==> config.mk <==
export PLATFORM = sky130hd
export DESIGN_NAME = fbn_feature_neg
export DESIGN_NICKNAME = d
export VERILOG_FILES = /design/src/hw/fbn_order_track.v /design/src/hw/fbn_feature_neg.v
export VERILOG_INCLUDE_DIRS = /design/src /design/src/hw
export SDC_FILE = /design/constraint.sdc
export NUM_CORES = 1
export LEC_CHECK = 0
export BUFFER_PORTS_ARGS = -buffer_cell sky130_fd_sc_hd__buf_2
export CAP_MARGIN = 20
export CORE_MARGIN = 5
export CORE_UTILIZATION = 48
export DETAILED_ROUTE_END_ITERATION = 16
export PLACE_DENSITY = 0.77
export SYNTH_ARGS = -nofsm -noshare
export SYNTH_HDL_FRONTEND = slang
export SYNTH_SLANG_ARGS = --single-unit
==> constraint.sdc <==
create_clock -name core_clk_i -period 2.2 [get_ports core_clk_i]
set_clock_uncertainty 0.05 [all_clocks]
set_input_delay 0.22 -clock core_clk_i [delete_from_list [all_inputs] [get_ports core_clk_i]]
set_output_delay 0.22 -clock core_clk_i [all_outputs]
set_load 0.1 [all_outputs]
==> src/hw/fbn_regs.vh <==
// register map, status bits, feature positions and reset values of the feature negotiation block
`ifndef FBN_REGS_VH
`define FBN_REGS_VH

// ==========================================================
// widths
`define FBN_ADDR_W 8
`define FBN_WORD_W 32
`define FBN_FEAT_W 64
`define FBN_STAT_W 8

// ==========================================================
// register byte offsets
`define FBN_OFF_DEV_SEL 8'h00
`define FBN_OFF_DEV_FEAT 8'h04
`define FBN_OFF_DRV_SEL 8'h08
`define FBN_OFF_DRV_FEAT 8'h0c
`define FBN_OFF_STATUS 8'h10
`define FBN_OFF_NEG_LO 8'h14
`define FBN_OFF_NEG_HI 8'h18
`define FBN_OFF_INFO 8'h1c

// ==========================================================
// device status bits
`define FBN_ST_ACK 0
`define FBN_ST_DRIVER 1
`define FBN_ST_DRIVER_OK 2
`define FBN_ST_FEATURES_OK 3
`define FBN_ST_NEEDS_RESET 6
`define FBN_ST_FAILED 7

// ==========================================================
// info register bits
`define FBN_INFO_SRIOV_ONCE 0
`define FBN_INFO_EMULATION 1
`define FBN_INFO_REFUSED 2
`define FBN_INFO_VF_ENABLED 3

// ==========================================================
// feature bit positions
`define FBN_F_NOTIFY_ON_EMPTY 24
`define FBN_F_ANY_LAYOUT 27
`define FBN_F_UNUSED30 30
`define FBN_F_VERSION_1 32
`define FBN_F_ACCESS_PLATFORM 33
`define FBN_F_RING_PACKED 34
`define FBN_F_IN_ORDER 35
`define FBN_F_ORDER_PLATFORM 36
`define FBN_F_SR_IOV 37

// ==========================================================
// reset values
`define FBN_STATUS_RST 8'h00
`define FBN_WORD_RST 32'h0000_0000
`define FBN_FEAT_RST 64'h0000_0000_0000_0000
`define FBN_SEL_RST 1'b0

`endif

==> src/hw/fbn_order_track.v <==
// buffer sequencing for one queue: in-order consumption, pending count and queue-empty event
`timescale 1ns/1ps
module fbn_order_track #(
	parameter IDX_W = 16
) (
	input wire core_clk_i,
	input wire reset_n_i,
	input wire clear_i,
	input wire in_order_i,
	input wire avail_push_i,
	input wire use_req_i,
	input wire [IDX_W-1:0] use_idx_i,
	output wire use_ok_o,
	output reg [IDX_W-1:0] head_idx_o,
	output reg [IDX_W-1:0] pending_o,
	output reg empty_evt_o
);

	wire have_buf;
	wire take;
	reg [IDX_W-1:0] next_pending;

	// ==========================================================
	// acceptance
	// slots are made available in ring order, so the oldest one is the head counter
	assign have_buf = (pending_o != {IDX_W{1'b0}});
	assign use_ok_o = have_buf & (~in_order_i | (use_idx_i == head_idx_o));
	assign take = use_req_i & use_ok_o;

	// pending count: a push and a use in the same cycle cancel out
	always @* begin
		next_pending = pending_o;
		if (avail_push_i & ~take) begin
			next_pending = pending_o + {{(IDX_W-1){1'b0}}, 1'b1};
		end else if (take & ~avail_push_i) begin
			next_pending = pending_o - {{(IDX_W-1){1'b0}}, 1'b1};
		end
	end

	// ==========================================================
	// state
	always @(posedge core_clk_i or negedge reset_n_i) begin
		if (!reset_n_i) begin
			head_idx_o <= {IDX_W{1'b0}};
			pending_o <= {IDX_W{1'b0}};
			empty_evt_o <= 1'b0;
		end else if (clear_i) begin
			head_idx_o <= {IDX_W{1'b0}};
			pending_o <= {IDX_W{1'b0}};
			empty_evt_o <= 1'b0;
		end else begin
			pending_o <= next_pending;
			empty_evt_o <= take & (next_pending == {IDX_W{1'b0}});
			if (take) begin
				head_idx_o <= head_idx_o + {{(IDX_W-1){1'b0}}, 1'b1};
			end
		end
	end

endmodule

==> src/hw/fbn_feature_neg.v <==
// feature negotiation top: offered word, driver acceptance, status handshake and feature effects
//
// Local design decisions: the placing of the registers and the address-and-strobe port.
`timescale 1ns/1ps
`include "fbn_regs.vh"

// Operation
// Driver accepts version-1 compliance whenever offered; may stop otherwise.
// Device always offers version-1; may fail if driver refuses it.
// Driver should accept platform access and then set up address translation.
// Without platform access offered, driver passes only physical addresses.
// Device offers platform access when memory is translated; may fail if refused.
// Driver should accept packed ring whenever offered.
// Driver should accept platform ordering and then use hardware barriers.
// Refused platform ordering: device fails or runs slower emulation mode.
// With in-order negotiated, buffers are used in availability order.
// Add-in PCI card offers both platform access and platform ordering.
// SR-IOV offered only by PCI device with SR-IOV capability.
// Driver never negotiates SR-IOV on non-PCI or capability-less devices.
// Driver negotiates SR-IOV and completes negotiation before enabling functions.
// After one SR-IOV negotiation, function enables are honoured across resets.
// Notify-on-empty at bit 24 forces notification when queue empties.
// Transitional device offers any-layout at bit 27; driver accepts it.
// Bit 30 is never offered nor negotiated.
// Version-1 compliance sits at feature bit 32.
// Platform access sits at bit 33; clear means untranslated physical addresses.
// In-order buffer use sits at feature bit 35.
// SR-IOV sits at feature bit 37, PCI devices only.
// Negotiated bits are exactly offered bits that the driver accepted.
module fbn_feature_neg #(
	parameter IDX_W = 16,
	parameter TRANSITIONAL = 1,
	parameter OFFER_NOTIFY_ON_EMPTY = 1,
	parameter OFFER_RING_PACKED = 1,
	parameter OFFER_IN_ORDER = 1,
	parameter TRANSLATED_ACCESS = 1,
	parameter PCI_ADDIN_CARD = 1,
	parameter OFFER_ORDER_PLATFORM = 0,
	parameter IS_PCI = 1,
	parameter HAS_SRIOV_CAP = 0,
	parameter FAIL_ON_VERSION_REFUSED = 1,
	parameter FAIL_ON_ACCESS_REFUSED = 1,
	parameter FAIL_ON_ORDER_REFUSED = 0
) (
	input wire core_clk_i,
	input wire reset_n_i,
	input wire [`FBN_ADDR_W-1:0] reg_addr_i,
	input wire [`FBN_WORD_W-1:0] reg_wdata_i,
	input wire reg_we_i,
	input wire reg_re_i,
	output reg [`FBN_WORD_W-1:0] reg_rdata_o,
	input wire sys_reset_i,
	input wire vf_enable_req_i,
	output reg vf_enable_o,
	input wire avail_push_i,
	input wire use_req_i,
	input wire [IDX_W-1:0] use_idx_i,
	output wire use_ok_o,
	output wire [IDX_W-1:0] head_idx_o,
	output wire [IDX_W-1:0] pending_o,
	input wire notify_suppress_i,
	output reg notify_o,
	output reg [`FBN_FEAT_W-1:0] negotiated_o,
	output wire features_ok_o,
	output wire failed_o,
	output reg emulation_o
);

	// ==========================================================
	// offered feature word, fixed by the build
	wire [`FBN_FEAT_W-1:0] offered;
	wire offer_access;
	wire offer_order;
	wire offer_sriov;

	assign offer_access = (TRANSLATED_ACCESS != 0) | (PCI_ADDIN_CARD != 0);
	assign offer_order = (OFFER_ORDER_PLATFORM != 0) | (PCI_ADDIN_CARD != 0);
	assign offer_sriov = (IS_PCI != 0) & (HAS_SRIOV_CAP != 0);

	// every bit not named here stays zero, bit 30 included
	genvar gi;
	generate
		for (gi = 0; gi < `FBN_FEAT_W; gi = gi + 1) begin : g_offer
			if (gi == `FBN_F_VERSION_1) begin : g_v1
				assign offered[gi] = 1'b1;
			end else if (gi == `FBN_F_ACCESS_PLATFORM) begin : g_ap
				assign offered[gi] = offer_access;
			end else if (gi == `FBN_F_RING_PACKED) begin : g_rp
				assign offered[gi] = (OFFER_RING_PACKED != 0);
			end else if (gi == `FBN_F_IN_ORDER) begin : g_io
				assign offered[gi] = (OFFER_IN_ORDER != 0);
			end else if (gi == `FBN_F_ORDER_PLATFORM) begin : g_op
				assign offered[gi] = offer_order;
			end else if (gi == `FBN_F_SR_IOV) begin : g_sr
				assign offered[gi] = offer_sriov;
			end else if (gi == `FBN_F_NOTIFY_ON_EMPTY) begin : g_ne
				assign offered[gi] = (TRANSITIONAL != 0) & (OFFER_NOTIFY_ON_EMPTY != 0);
			end else if (gi == `FBN_F_ANY_LAYOUT) begin : g_al
				assign offered[gi] = (TRANSITIONAL != 0);
			end else begin : g_none
				assign offered[gi] = 1'b0;
			end
		end
	endgenerate

	// ==========================================================
	// register state
	reg dev_sel;
	reg drv_sel;
	reg [`FBN_FEAT_W-1:0] accepted;
	reg [`FBN_STAT_W-1:0] status;
	reg sriov_once;
	reg refused;

	// ==========================================================
	// address decode
	wire hit_dev_sel = (reg_addr_i == `FBN_OFF_DEV_SEL);
	wire hit_drv_sel = (reg_addr_i == `FBN_OFF_DRV_SEL);
	wire hit_drv_feat = (reg_addr_i == `FBN_OFF_DRV_FEAT);
	wire hit_status = (reg_addr_i == `FBN_OFF_STATUS);
	wire wr_drv_feat = reg_we_i & hit_drv_feat & ~status[`FBN_ST_FEATURES_OK];
	wire wr_status = reg_we_i & hit_status;
	wire dev_reset = (wr_status & (reg_wdata_i == `FBN_WORD_RST)) | sys_reset_i;

	// ==========================================================
	// acceptance check at the features-ok request
	// a bit the device never offered cannot become negotiated
	wire [`FBN_FEAT_W-1:0] next_neg = offered & accepted;
	wire miss_v1 = ~next_neg[`FBN_F_VERSION_1] & (FAIL_ON_VERSION_REFUSED != 0);
	wire miss_ap = offered[`FBN_F_ACCESS_PLATFORM] & ~next_neg[`FBN_F_ACCESS_PLATFORM]
		& (FAIL_ON_ACCESS_REFUSED != 0);
	wire miss_op = offered[`FBN_F_ORDER_PLATFORM] & ~next_neg[`FBN_F_ORDER_PLATFORM]
		& (FAIL_ON_ORDER_REFUSED != 0);
	wire fok_req = wr_status & reg_wdata_i[`FBN_ST_FEATURES_OK] & ~status[`FBN_ST_FEATURES_OK];
	wire fok_grant = fok_req & ~(miss_v1 | miss_ap | miss_op);

	assign features_ok_o = status[`FBN_ST_FEATURES_OK];
	assign failed_o = status[`FBN_ST_NEEDS_RESET];

	// ==========================================================
	// selectors and driver acceptance words
	always @(posedge core_clk_i or negedge reset_n_i) begin
		if (!reset_n_i) begin
			dev_sel <= `FBN_SEL_RST;
			drv_sel <= `FBN_SEL_RST;
			accepted <= `FBN_FEAT_RST;
		end else if (dev_reset) begin
			accepted <= `FBN_FEAT_RST;
		end else begin
			if (reg_we_i & hit_dev_sel) begin
				dev_sel <= reg_wdata_i[0];
			end
			if (reg_we_i & hit_drv_sel) begin
				drv_sel <= reg_wdata_i[0];
			end
			// the word is frozen once negotiation has been confirmed
			if (wr_drv_feat & drv_sel) begin
				accepted[`FBN_FEAT_W-1:`FBN_WORD_W] <= reg_wdata_i;
			end else if (wr_drv_feat) begin
				accepted[`FBN_WORD_W-1:0] <= reg_wdata_i;
			end
		end
	end

	// ==========================================================
	// status handshake and negotiated word
	always @(posedge core_clk_i or negedge reset_n_i) begin
		if (!reset_n_i) begin
			status <= `FBN_STATUS_RST;
			negotiated_o <= `FBN_FEAT_RST;
			refused <= 1'b0;
			emulation_o <= 1'b0;
		end else if (dev_reset) begin
			status <= `FBN_STATUS_RST;
			negotiated_o <= `FBN_FEAT_RST;
			refused <= 1'b0;
			emulation_o <= 1'b0;
		end else if (wr_status) begin
			status[`FBN_ST_ACK] <= reg_wdata_i[`FBN_ST_ACK];
			status[`FBN_ST_DRIVER] <= reg_wdata_i[`FBN_ST_DRIVER];
			status[`FBN_ST_FAILED] <= reg_wdata_i[`FBN_ST_FAILED];
			// driver-ok only counts after features-ok has stuck
			status[`FBN_ST_DRIVER_OK] <= reg_wdata_i[`FBN_ST_DRIVER_OK] & status[`FBN_ST_FEATURES_OK];
			if (fok_grant) begin
				status[`FBN_ST_FEATURES_OK] <= 1'b1;
				negotiated_o <= next_neg;
				emulation_o <= offered[`FBN_F_ORDER_PLATFORM] & ~next_neg[`FBN_F_ORDER_PLATFORM];
			end else if (fok_req) begin
				// features-ok reads back clear and the device stops
				status[`FBN_ST_NEEDS_RESET] <= 1'b1;
				refused <= 1'b1;
			end
		end
	end

	// ==========================================================
	// sr-iov history and function enable
	// only power-on reset forgets a past negotiation; device and system resets keep it
	always @(posedge core_clk_i or negedge reset_n_i) begin
		if (!reset_n_i) begin
			sriov_once <= 1'b0;
			vf_enable_o <= 1'b0;
		end else begin
			if (fok_grant & next_neg[`FBN_F_SR_IOV]) begin
				sriov_once <= 1'b1;
			end
			vf_enable_o <= vf_enable_req_i & sriov_once;
		end
	end

	// ==========================================================
	// queue sequencing and used-buffer notification
	wire empty_evt;
	wire in_order_on = negotiated_o[`FBN_F_IN_ORDER] & status[`FBN_ST_FEATURES_OK];
	wire take = use_req_i & use_ok_o;

	fbn_order_track #(
		.IDX_W(IDX_W)
	) u_track (
		.core_clk_i(core_clk_i),
		.reset_n_i(reset_n_i),
		.clear_i(dev_reset),
		.in_order_i(in_order_on),
		.avail_push_i(avail_push_i),
		.use_req_i(use_req_i),
		.use_idx_i(use_idx_i),
		.use_ok_o(use_ok_o),
		.head_idx_o(head_idx_o),
		.pending_o(pending_o),
		.empty_evt_o(empty_evt)
	);

	// the empty event overrides suppression; a normal use only notifies when allowed
	always @(posedge core_clk_i or negedge reset_n_i) begin
		if (!reset_n_i) begin
			notify_o <= 1'b0;
		end else begin
			notify_o <= (take & ~notify_suppress_i)
				| (empty_evt & negotiated_o[`FBN_F_NOTIFY_ON_EMPTY]);
		end
	end

	// ==========================================================
	// read port: data stands only in the cycle after the strobe
	reg [`FBN_WORD_W-1:0] rd_mux;
	always @* begin
		rd_mux = `FBN_WORD_RST;
		if (reg_addr_i == `FBN_OFF_DEV_SEL) begin
			rd_mux = {{(`FBN_WORD_W-1){1'b0}}, dev_sel};
		end else if (reg_addr_i == `FBN_OFF_DEV_FEAT) begin
			rd_mux = dev_sel ? offered[`FBN_FEAT_W-1:`FBN_WORD_W] : offered[`FBN_WORD_W-1:0];
		end else if (reg_addr_i == `FBN_OFF_DRV_SEL) begin
			rd_mux = {{(`FBN_WORD_W-1){1'b0}}, drv_sel};
		end else if (reg_addr_i == `FBN_OFF_DRV_FEAT) begin
			rd_mux = drv_sel ? accepted[`FBN_FEAT_W-1:`FBN_WORD_W] : accepted[`FBN_WORD_W-1:0];
		end else if (reg_addr_i == `FBN_OFF_STATUS) begin
			rd_mux = {{(`FBN_WORD_W-`FBN_STAT_W){1'b0}}, status};
		end else if (reg_addr_i == `FBN_OFF_NEG_LO) begin
			rd_mux = negotiated_o[`FBN_WORD_W-1:0];
		end else if (reg_addr_i == `FBN_OFF_NEG_HI) begin
			rd_mux = negotiated_o[`FBN_FEAT_W-1:`FBN_WORD_W];
		end else if (reg_addr_i == `FBN_OFF_INFO) begin
			rd_mux[`FBN_INFO_SRIOV_ONCE] = sriov_once;
			rd_mux[`FBN_INFO_EMULATION] = emulation_o;
			rd_mux[`FBN_INFO_REFUSED] = refused;
			rd_mux[`FBN_INFO_VF_ENABLED] = vf_enable_o;
		end
	end

	always @(posedge core_clk_i or negedge reset_n_i) begin
		if (!reset_n_i) begin
			reg_rdata_o <= `FBN_WORD_RST;
		end else if (reg_re_i) begin
			reg_rdata_o <= rd_mux;
		end else begin
			reg_rdata_o <= `FBN_WORD_RST;
		end
	end

endmodule

After elaboration in Yosys (flattened, before gate mapping)

Cells that the tools add are included.

Bits in registers: 204
Bits of input ports: 65

Add/subtract/negate cells: 3
Eq/ne operators: 10
Mux-type cells: 37
Bitwise operators: 33
Reduce and logical (&&, ||, !) cells: 15

Operators with widths:

| operator                                             | count |
|---|---|
| 2-to-1 mux 32 bit                                    | 11 |
| 2-to-1 mux 64 bit                                    | 4 |
| 2-to-1 mux 16 bit                                    | 5 |
| 2-to-1 mux 28 bit                                    | 2 |
| adder 16 x 1 -> 16 bit (second input constant)       | 2 |
| equality test 8 x 5 -> 1 bit (second input constant) | 4 |
| logical NOT 32 bit                                   | 1 |
| bitwise AND 1 bit                                    | 19 |
| equality test 16 bit                                 | 1 |
| equality test 8 x 4 -> 1 bit (second input constant) | 2 |
| logical NOT 16 bit                                   | 1 |
| nonzero test 16 bit                                  | 1 |
| subtractor 16 x 1 -> 16 bit (second input constant)  | 1 |
| 2-to-1 mux 4 bit                                     | 3 |
| nonzero test 2 bit                                   | 6 |
| inverter 1 bit                                       | 10 |
| 2-to-1 mux 1 bit                                     | 9 |
| equality test 8 x 3 -> 1 bit (second input constant) | 1 |
| logical NOT 8 bit                                    | 1 |
| AND reduction 2 bit                                  | 4 |
| 2-to-1 mux 2 bit                                     | 2 |
| inequality test 2 bit (second input constant)        | 2 |
| OR 1 bit                                             | 4 |
| 2-to-1 mux 3 bit                                     | 1 |
| AND reduction 3 bit                                  | 1 |

Longest topological paths before layout

Gate-level depths: netlist of the first run.

Depth after elaboration: 11
Mapped depth: 13
Depth with buffers taken out: 10

Modules after synthesis

From an unflattened synthesis of the first run, not the netlist that was laid out.

Cells, all modules: 842
Area, all modules: 7732.4 um2

By module, submodules not included:

| module          | times used | cells an instance | area an instance (um2) | sequential area each (um2) |
|---|---|---|---|---|
| fbn_feature_neg | 1          | 582               | 5437.7                 | 2827.7 |
| fbn_order_track | 1          | 260               | 2294.7                 | 825.8 |

Worst setup path before layout of the first run

OpenSTA, ideal clock, no wires.

Kind: register -> register
Start point: reg u_track.head_idx_o[2]
End point: reg u_track.empty_evt_o
Arrival time: 2.750 ns
Setup slack: -0.696 ns
Stages on the path, launching flop included: 11
Buffers on the path: 2
Clock period less this slack: 2.896 ns
Cells stage by stage: dfrtp_1 xnor2_1 nand4_1 nor4_2 o211a_1 buf_6 buf_12 mux2i_1 xor2_1 nand4_1 nor4_2

Longest elaborated chain between the ends: 10
Elaborated cells between the ends (all ways): 12

RTL lines:

| what                                                   | line                                       | text |
|---|---|---|
| start, declared                                        | fbn_order_track.v:14                       | `output reg [IDX_W-1:0] head_idx_o,` |
| start signal, assigned                                 | fbn_order_track.v:44                       | `head_idx_o <= {IDX_W{1'b0}};` |
| start signal, assigned                                 | fbn_order_track.v:48                       | `head_idx_o <= {IDX_W{1'b0}};` |
| start signal, assigned                                 | fbn_order_track.v:55                       | `head_idx_o <= head_idx_o + {{(IDX_W-1){1'b0}}, 1'b1};` |
| equality test 16 bit (*)                               | fbn_order_track.v:27                       | `assign use_ok_o = have_buf & (~in_order_i \| (use_idx_i == head_idx_o));` |
| OR 1 bit (*)                                           | fbn_order_track.v:27                       |  |
| bitwise AND 1 bit (*)                                  | fbn_order_track.v:27                       |  |
| bitwise AND 1 bit (*)                                  | fbn_order_track.v:28                       | `assign take = use_req_i & use_ok_o;` |
| bitwise AND 1 bit or inverter 1 bit (tied branches)    | fbn_order_track.v:35, fbn_order_track.v:33 |  |
| 2-to-1 mux 16 bit or bitwise AND 1 bit (tied branches) | fbn_order_track.v:35, fbn_order_track.v:33 |  |
| 2-to-1 mux 16 bit                                      | fbn_order_track.v:33                       | `if (avail_push_i & ~take) begin` |
| logical NOT 16 bit                                     | fbn_order_track.v:53                       | `empty_evt_o <= take & (next_pending == {IDX_W{1'b0}});` |
| bitwise AND 1 bit (*)                                  | fbn_order_track.v:53                       |  |
| 2-to-1 mux 1 bit (*)                                   | fbn_order_track.v:47                       | `end else if (clear_i) begin` |
| end signal, assigned                                   | fbn_order_track.v:53                       |  |
| end, declared                                          | fbn_order_track.v:16                       | `output reg empty_evt_o` |

Every way passes the cells marked *; elsewhere a longest branch is shown, timed or not.
A chain may end at the register's enable or synchronous reset.

Final worst setup path of the first run

Start point: reg u_track.head_idx_o[15]
End point: reg u_track.empty_evt_o

Same word-level chain as after synthesis.

==> results of run 1 <==
==> cells by family after synthesis <==
kind of cell	after synthesis
AO/OA/AOI/OAI	117
XOR/XNOR	42
adder cells (fa/ha/maj)	4
buffers and inverters	114
flip-flops	146
multiplexers	53
other	1
AND/OR/NAND/NOR	335
==> where the power goes <==
part           leakage, uW  switching, uW  internal [uW]
combinational      0.00245           3660           2240
clock             0.000301           1280           1740
sequential         0.00197            186           2890
==> state kept, by name, summed over array words and instances (netlist names) <==
name,count
negotiated_o,7
u_track.head_idx_o,16
notify_o,1
emulation_o,1
reg_rdata_o,32
dev_sel,1
u_track.empty_evt_o,1
u_track.pending_o,16
status,6
drv_sel,1
accepted,64
==> metrics by stage <==
step                      util, %  cells  TNS [ns]  setup WS (ns)  total power, uW
after floorplan                 -    869    -2.982        -0.2795             6687
after global placement      56.90   1200    -2.428        -0.2378             7938
after detailed placement    56.90   1200    -2.715        -0.2771             7983
after CTS                   62.76   1256    -1.994        -0.2889            11270
after global routing        65.10   1261    -6.546        -0.4181            12440
final                       65.10   1261    -3.901        -0.3141            11980
==> cell usage in the layout (no fill, tap or decap), drive strengths merged, types with 2 or more instances in the layout <==
cell,count
clkinv,3
dlygate4sd3,19
conb,58
mux2,7
nand2,153
mux2i,46
inv,19
and2,9
bufinv,2
nand3,12
buf,228
nor4b,2
nor2b,6
nand3b,3
nor3,12
nor2,72
xnor2,29
nand2b,3
a22oi,7
dfrtp,146
and4,4
or3,7
xor2,13
or4,2
a22o,4
o21ai,15
or2,2
nand4,19
nor4,15
o22ai,2
clkbuf,18
a21oi,82
and3,12
ha,4
==> final cells by class <==
type / instances / area share, %
multi-input cells: 609 / 37.39
flip-flops and latches: 146 / 36.66
repair buffers: 248 / 16.87
clock buffers: 17 / 4.159
well taps: 216 / 2.642
clock inverters: 15 / 1.884
inverters: 10 / 0.3914
==> critical path, stage by stage, from the launching register on <==
cell and delay [ns]:
dfrtp_4 0.49, xnor2_2 0.15, nand4_1 0.16, nor4_4 0.37, o211a_4 0.27, buf_12 0.15, mux2i_2 0.23, xnor2_1 0.16
nand4_1 0.14, nor4_2 0.24
==> routing by layer <==
| metal | track usage, % | share of wire (%) |
|---|---|---|
| met4 | 8.399 | 2.1 |
| met5 | 0 | 0.11 |
| met2 | 36.64 | 50 |
| met3 | 5.386 | 7.2 |
| met1 | 28.57 | 41 |
==> final timing paths <==
path	cells after the start	from	to	slack (ns)
worst max-delay path	9	u_track.head_idx_o[15]$_DFFE_PN0P_	u_track.empty_evt_o$_DFF_PN0_	-0.31
worst min-delay path	3	reg_wdata_i[20]	accepted[20]$_DFFE_PN0P_	0.02
worst max register to register	9	u_track.head_idx_o[15]$_DFFE_PN0P_	u_track.empty_evt_o$_DFF_PN0_	-0.31
worst min register to register	2	status[2]$_DFFE_PN0P_	status[2]$_DFFE_PN0P_	0.44
max in group asynchronous	3	reset_n_i	status[3]$_DFFE_PN0P_	1.13
min in group asynchronous	2	reset_n_i	u_track.pending_o[0]$_DFF_PN0_	0.28
==> repair_timing <==
item,4_1_cts,5_1_grt
pin swaps,15,34
endpoints found under the setup margin,23,61
hold endpoints to repair,79,0
hold buffers,19,0
buffers inserted,5,7
cloned,0,1
gates resized for setup,16,61
==> key figures, run 1 <==
Synth
  • Synthesized area per cell: 9.355 um2
  • Flops & latches, synth: about 150
  • Most frequent cell after synthesis: nand2_1
  • Main synth FF type: dfrtp_1
  • Ys Warns: 0
  • Largest family of logic cells by synthesized area: simple AND/OR/NAND/NOR gates
  • Async S/R FF share, synth: 100.0%
  • Post-synthesis sequential area ratio: 48.10%
  • Post-synthesis cell type count: 57
  • Mux cell area share after synthesis: around 7.1%
  • Share of the synthesized area in the top cell type: roughly half
  • Post-synthesis xor/xnor area fraction: under 10%
  • Synth top cells by count: 153 x nand2_1, 146 x dfrtp_1, 82 x a21oi_1
  • Gate Count Post-Synth: approximately 810
  • Compound-Gate Fraction of Synth Area: approximately 8.6%
  • EDFF count, synth: 0
  • Cell taking the most area after synthesis: dfrtp_1
  • Simple-gate share of the synthesized area: about a fifth
  • Post-Synth Adder-Cell Area: 0.6589%
  • Mapped cell area: 0.007596 mm2
  • Synth top area cells: dfrtp_1 48%, nand2_1 7.6%, mux2i_1 6.1%, buf_4 5.7%, a21oi_1 5.4%

Route
  • DRT Wirelength: about 21 mm
  • Drt via density: 5.199
  • DRT Pass-1 Iters: 5
  • Drc violations: 0
  • Via count: about 6600
  • Post-route ant nets: 0
  • Post-DR wirelength/cell: 16.70 um
  • Initial DRC Count: 464

Power and ir drop
  • Lkg Pwr: 0.004721 uW
  • Worst VDD drop: 1.570 mV
  • PD cells: between 1000 and 1500 mW/mm2

Outcome
  • Outcome: complete, but fails checks
  • Failing checks: negative setup slack

Place
  • # port buffers: about 140
  • Hpwl dp: 14.39 mm
  • GPL Wtd Cong: approximately 0.89
  • Placed instance area: ~0.009 mm2

STA
  • Fin. max-slew vios: 0
  • Final number of setup-violating endpoints: 29
  • Post-route setup slack: -0.3141 ns
  • Slew margin rel.: 61.93%
  • Final hold violations: 0
  • Final min period: between 2 and 3 ns
  • Final period util: 114.3%
  • Peak Freq: approximately 0.4 GHz
  • RSZ-0062 raised after global routing: yes
  • Hold WS: 0.01530 ns
  • Slew @ Worst Pin: around 0.57 ns

Floorplan
  • I/O pins: just under 200
  • Die area: approximately 0.018 mm2
  • Site Rows: 46
  • Core box area: about 0.016 mm2
  • Die width: between 100 and 150 um
  • Initial Utilization: 48.34%
  • Die height: about 140 um

Min path
  • Class of the worst hold path: input pin to register

Clock tree
  • Reg clk slew, reported paths: about 0.070 ns
  • Total CTS buffers: 17
  • Clk_lat worst skew: about 0.43 ns
  • Htree depth: 4
  • CTS Sinks: between 100 and 150
  • Clk root buf: clkbuf_16
  • TritonCTS clock tree: done
  • Clock Tree Buf Depth: 2

Finish
  • Multi-input logic area: 0.003825 mm2
  • Layout cell share with drive strength beyond 1: between 30% and 40%
  • Register area: roughly 0.0037 mm2
  • Fin area: about 0.010 mm2
  • FILL cells: between 1000 and 1500
  • Area Overhead vs Synth: 34.66%
  • Layout Nets: 1101
  • Antenna cells: 0

Global route
  • Vias in the first global route: 6500
  • Global-route wire length before repair: 32.55 mm
  • Antenna violations before repair: 2
  • Grt total ovfl: 0
  • Largest net degree at the start of global routing: just under 60
  • GR Util All Layers: between 20 and 25%

Setup path
  • Worst Path Arrival: 2.79 ns
  • WS Path Type: register to register
  • Critical Path End Type: register
  • Crit path max fanout: 7
  • Setup crit start kind: register
  • CP Data Required Time: 2.48 ns

Flow run
  • Max-cap check violation count: 0
Note: power is estimated with default switching activity, not from simulation.
==> run 2, diff against run 1 <==
PLACE_DENSITY = 0.79   (was 0.77)
REMOVE_ABC_BUFFERS = 1   (was not set)
==> run 2 against run 1 <==
  * The flow still finishes with violations (negative setup slack)
  * Utilization down 0.78 points
  * Clock power down 3%
  * First-iteration DRC count shrank 30%
  * Sequential power is 4% lower
  * Critical endpoint unchanged
  * Largest power group unchanged
  * Highest routed layer is now met4
==> key figures, run 2 (same netlist as run 1, synthesis figures left out) <==
Outcome
  • Outcome: complete, but fails checks
  • Failing checks: negative setup slack

Power and ir drop
  • Power, Total: 12190 uW (+1.7%)
  • Lkg Pwr: 0.004798 uW (+1.6%)
  • PD cells: 1206 mW/mm2 (+3.0%)
  • Worst VDD drop: 1.244 mV (-21%)

Finish
  • Layout Nets: 1118 (+1.5%)
  • Biggest regs: accepted (64), reg_rdata_o (32)
  • Reg with most FFs: accepted
  • Max reg flops: 64 (unchanged)
  • Layout cell share with drive strength beyond 1: 32.86% (-2.9 points)
  • Most frequent cells in the layout: 152 x nand2_1, 145 x dfrtp_1, 137 x buf_2
  • Non-filler cells in the finished layout: 1280 (+1.5%)
  • Area Overhead vs Synth: 33.04%
  • Most common cell after layout, fill and taps aside: nand2_1

STA
  • Final min period: 2.533 ns (+0.01931 ns)
  • RSZ-0062 raised after global routing: yes
  • Slew @ Worst Pin: 0.5651 ns (-0.006009 ns)
  • Post-route setup slack: -0.3334 ns (-0.01931 ns)
  • Final number of setup-violating endpoints: 28 (-3.4%)
  • Final hold violations: 0 (unchanged)
  • Fin. max-slew vios: 0 (unchanged)
  • Final period util: 115.2% (+0.88 points)
  • Peak Freq: 0.3947 GHz (-0.76%)
  • Slew margin rel.: 62.33% (+0.40 points)

Route
  • Drt via density: 5.134 (-1.2%)
  • Initial DRC Count: 327 (-30%)
  • Post-route ant nets: 0 (unchanged)
  • DRT Wirelength: 21.03 mm (-0.17%)
  • Drc violations: 0 (unchanged)
  • Post-DR wirelength/cell: 16.43 um (-1.7%)
  • DRT Pass-1 Iters: 7 (+2)
  • Via count: 6572 (+0.24%)

Setup path
  • Reg-to-reg startpoint: u_track.head_idx_o[10]$_DFFE_PN0P_
  • Worst Path Arrival: 2.81 ns (+0.02 ns)
  • R2r endpoint: u_track.empty_evt_o$_DFF_PN0_
  • Worst reg2reg path depth: 9 (unchanged)
  • Critical Path End Type: register
  • Crit path launch: u_track.head_idx_o[10]$_DFFE_PN0P_
  • Critical Path End: u_track.empty_evt_o$_DFF_PN0_
  • Setup crit start kind: register
  • CP Data Required Time: 2.47 ns (about the same)
  • Crit path max fanout: 5 (-2)
  • WS Path Type: register to register
  • Setup slack, reg-to-reg: -0.33 ns (-0.02 ns)

Floorplan
  • Site Rows: 46 (unchanged)
  • Core box area: 0.01571 mm2 (unchanged)
  • Die width: 135.8 um (unchanged)
  • Die height: 135.8 um (unchanged)
  • I/O pins: 199 (unchanged)
  • Die area: 0.01844 mm2 (unchanged)
  • Initial Utilization: 48.34% (unchanged)

Place
  • Hpwl dp: 14.14 mm (-1.7%)
  • GPL Wtd Cong: 0.8845 (-0.76%)
  • Pre-CTS setup slack: -0.2875 ns (-0.01037 ns)
  • # port buffers: 139 (unchanged)
  • Placed cells: 1216 (+1.3%)

Global route
  • GR Util All Layers: 22.46% (+0.20 points)
  • Largest net degree at the start of global routing: 59 (+1.7%)
  • Vias in the first global route: 6641 (+2.2%)
  • Antenna violations before repair: 2 (unchanged)
  • Global-route wire length before repair: 32.71 mm (+0.49%)
  • Grt total ovfl: 0 (unchanged)

Clock tree
  • Clock Tree Buf Depth: 2 (unchanged)
  • Clk_lat worst skew: 0.42 ns (about the same)
  • CTS Sinks: 146 (unchanged)
  • Htree depth: 4 (unchanged)
  • TritonCTS clock tree: done
  • Total CTS buffers: 17 (unchanged)
  • Reg clk slew, reported paths: 0.06 ns (about the same)
  • Clk root buf: clkbuf_16

Min path
  • Class of the worst hold path: input pin to register

Flow run
  • Max-cap check violation count: 0 (unchanged)
==> run 2: stage by stage <==
step	TNS, ns	util [%]	area (um2)	hold WS, ns
after floorplan	-139.22	-	7141	-0.1256
after global placement	-1.136	56.71	8911	0.1690
after detailed placement	-2.789	56.71	8911	0.1783
after CTS	-1.445	62.61	9837	0.000001360
after global routing	-6.640	64.32	10110	0.009419
final	-3.107	64.32	10110	0.01140
==> run 2: power breakdown <==
| part | internal (uW) | leakage [uW] | switching [uW] |
|---|---|---|---|
| combinational | 2450 | 0.00248 | 3850 |
| clock | 1750 | 0.000285 | 1170 |
| sequential | 2840 | 0.00203 | 125 |
| total | 7040 | 0.00480 | 5150 |
==> run 2: cell type report <==
cell class	instances	area [um2]
Tap cell	216	270.3
Antenna cell	2	5.005
Clock inverter	13	150.1
Multi-Input combinational cell	609	3736
Clock buffer	19	452.9
Sequential cell	146	3655
Fill cell	1247	5607
Timing Repair Buffer	265	1799
Inverter	10	37.54
==> run 2: what timing repair did <==
item / in CTS / in global routing
setup endpoints to repair: 24 / 43
hold buffers: 13 / 0
setup buffers: 11 / 14
pin swaps: 18 / 28
resized for setup: 22 / 44
cloned: 1 / 0
endpoints found under the hold margin: 71 / 0
==> run 2: routing by layer <==
layer,global-route usage (%),vias up,wire length (um)
met5,0,-,0
li1,-,3108,-
met3,4.866,38,1276
met1,29.04,3203,8546
met4,8.175,0,435
met2,37.31,223,10770
==> run 2: how the worst min path moves through the flow <==
stage	startpoint	end	slack (ns)	depth (start not counted)
floorplan	reset_n_i	accepted[0]$_DFFE_PN0P_	-0.13	0
global placement	reset_n_i	u_track.pending_o[15]$_DFF_PN0_	0.17	1
detailed placement	reset_n_i	u_track.pending_o[0]$_DFF_PN0_	0.18	1
CTS	reg_wdata_i[1]	accepted[33]$_DFFE_PN0P_	0.000001	3
global route	reg_wdata_i[30]	accepted[30]$_DFFE_PN0P_	0.009	3
finish	reg_wdata_i[22]	accepted[22]$_DFFE_PN0P_	0.01	3
==> run 2: critical path, cell delays in order, from the launching register on <==
cell	delay, ns
dfrtp_1	0.40
xnor2_1	0.14
nand4_1	0.15
nor4_4	0.37
o211a_4	0.26
buf_16	0.12
mux2i_1	0.22
xor2_1	0.30
nand4_1	0.22
nor4_2	0.19
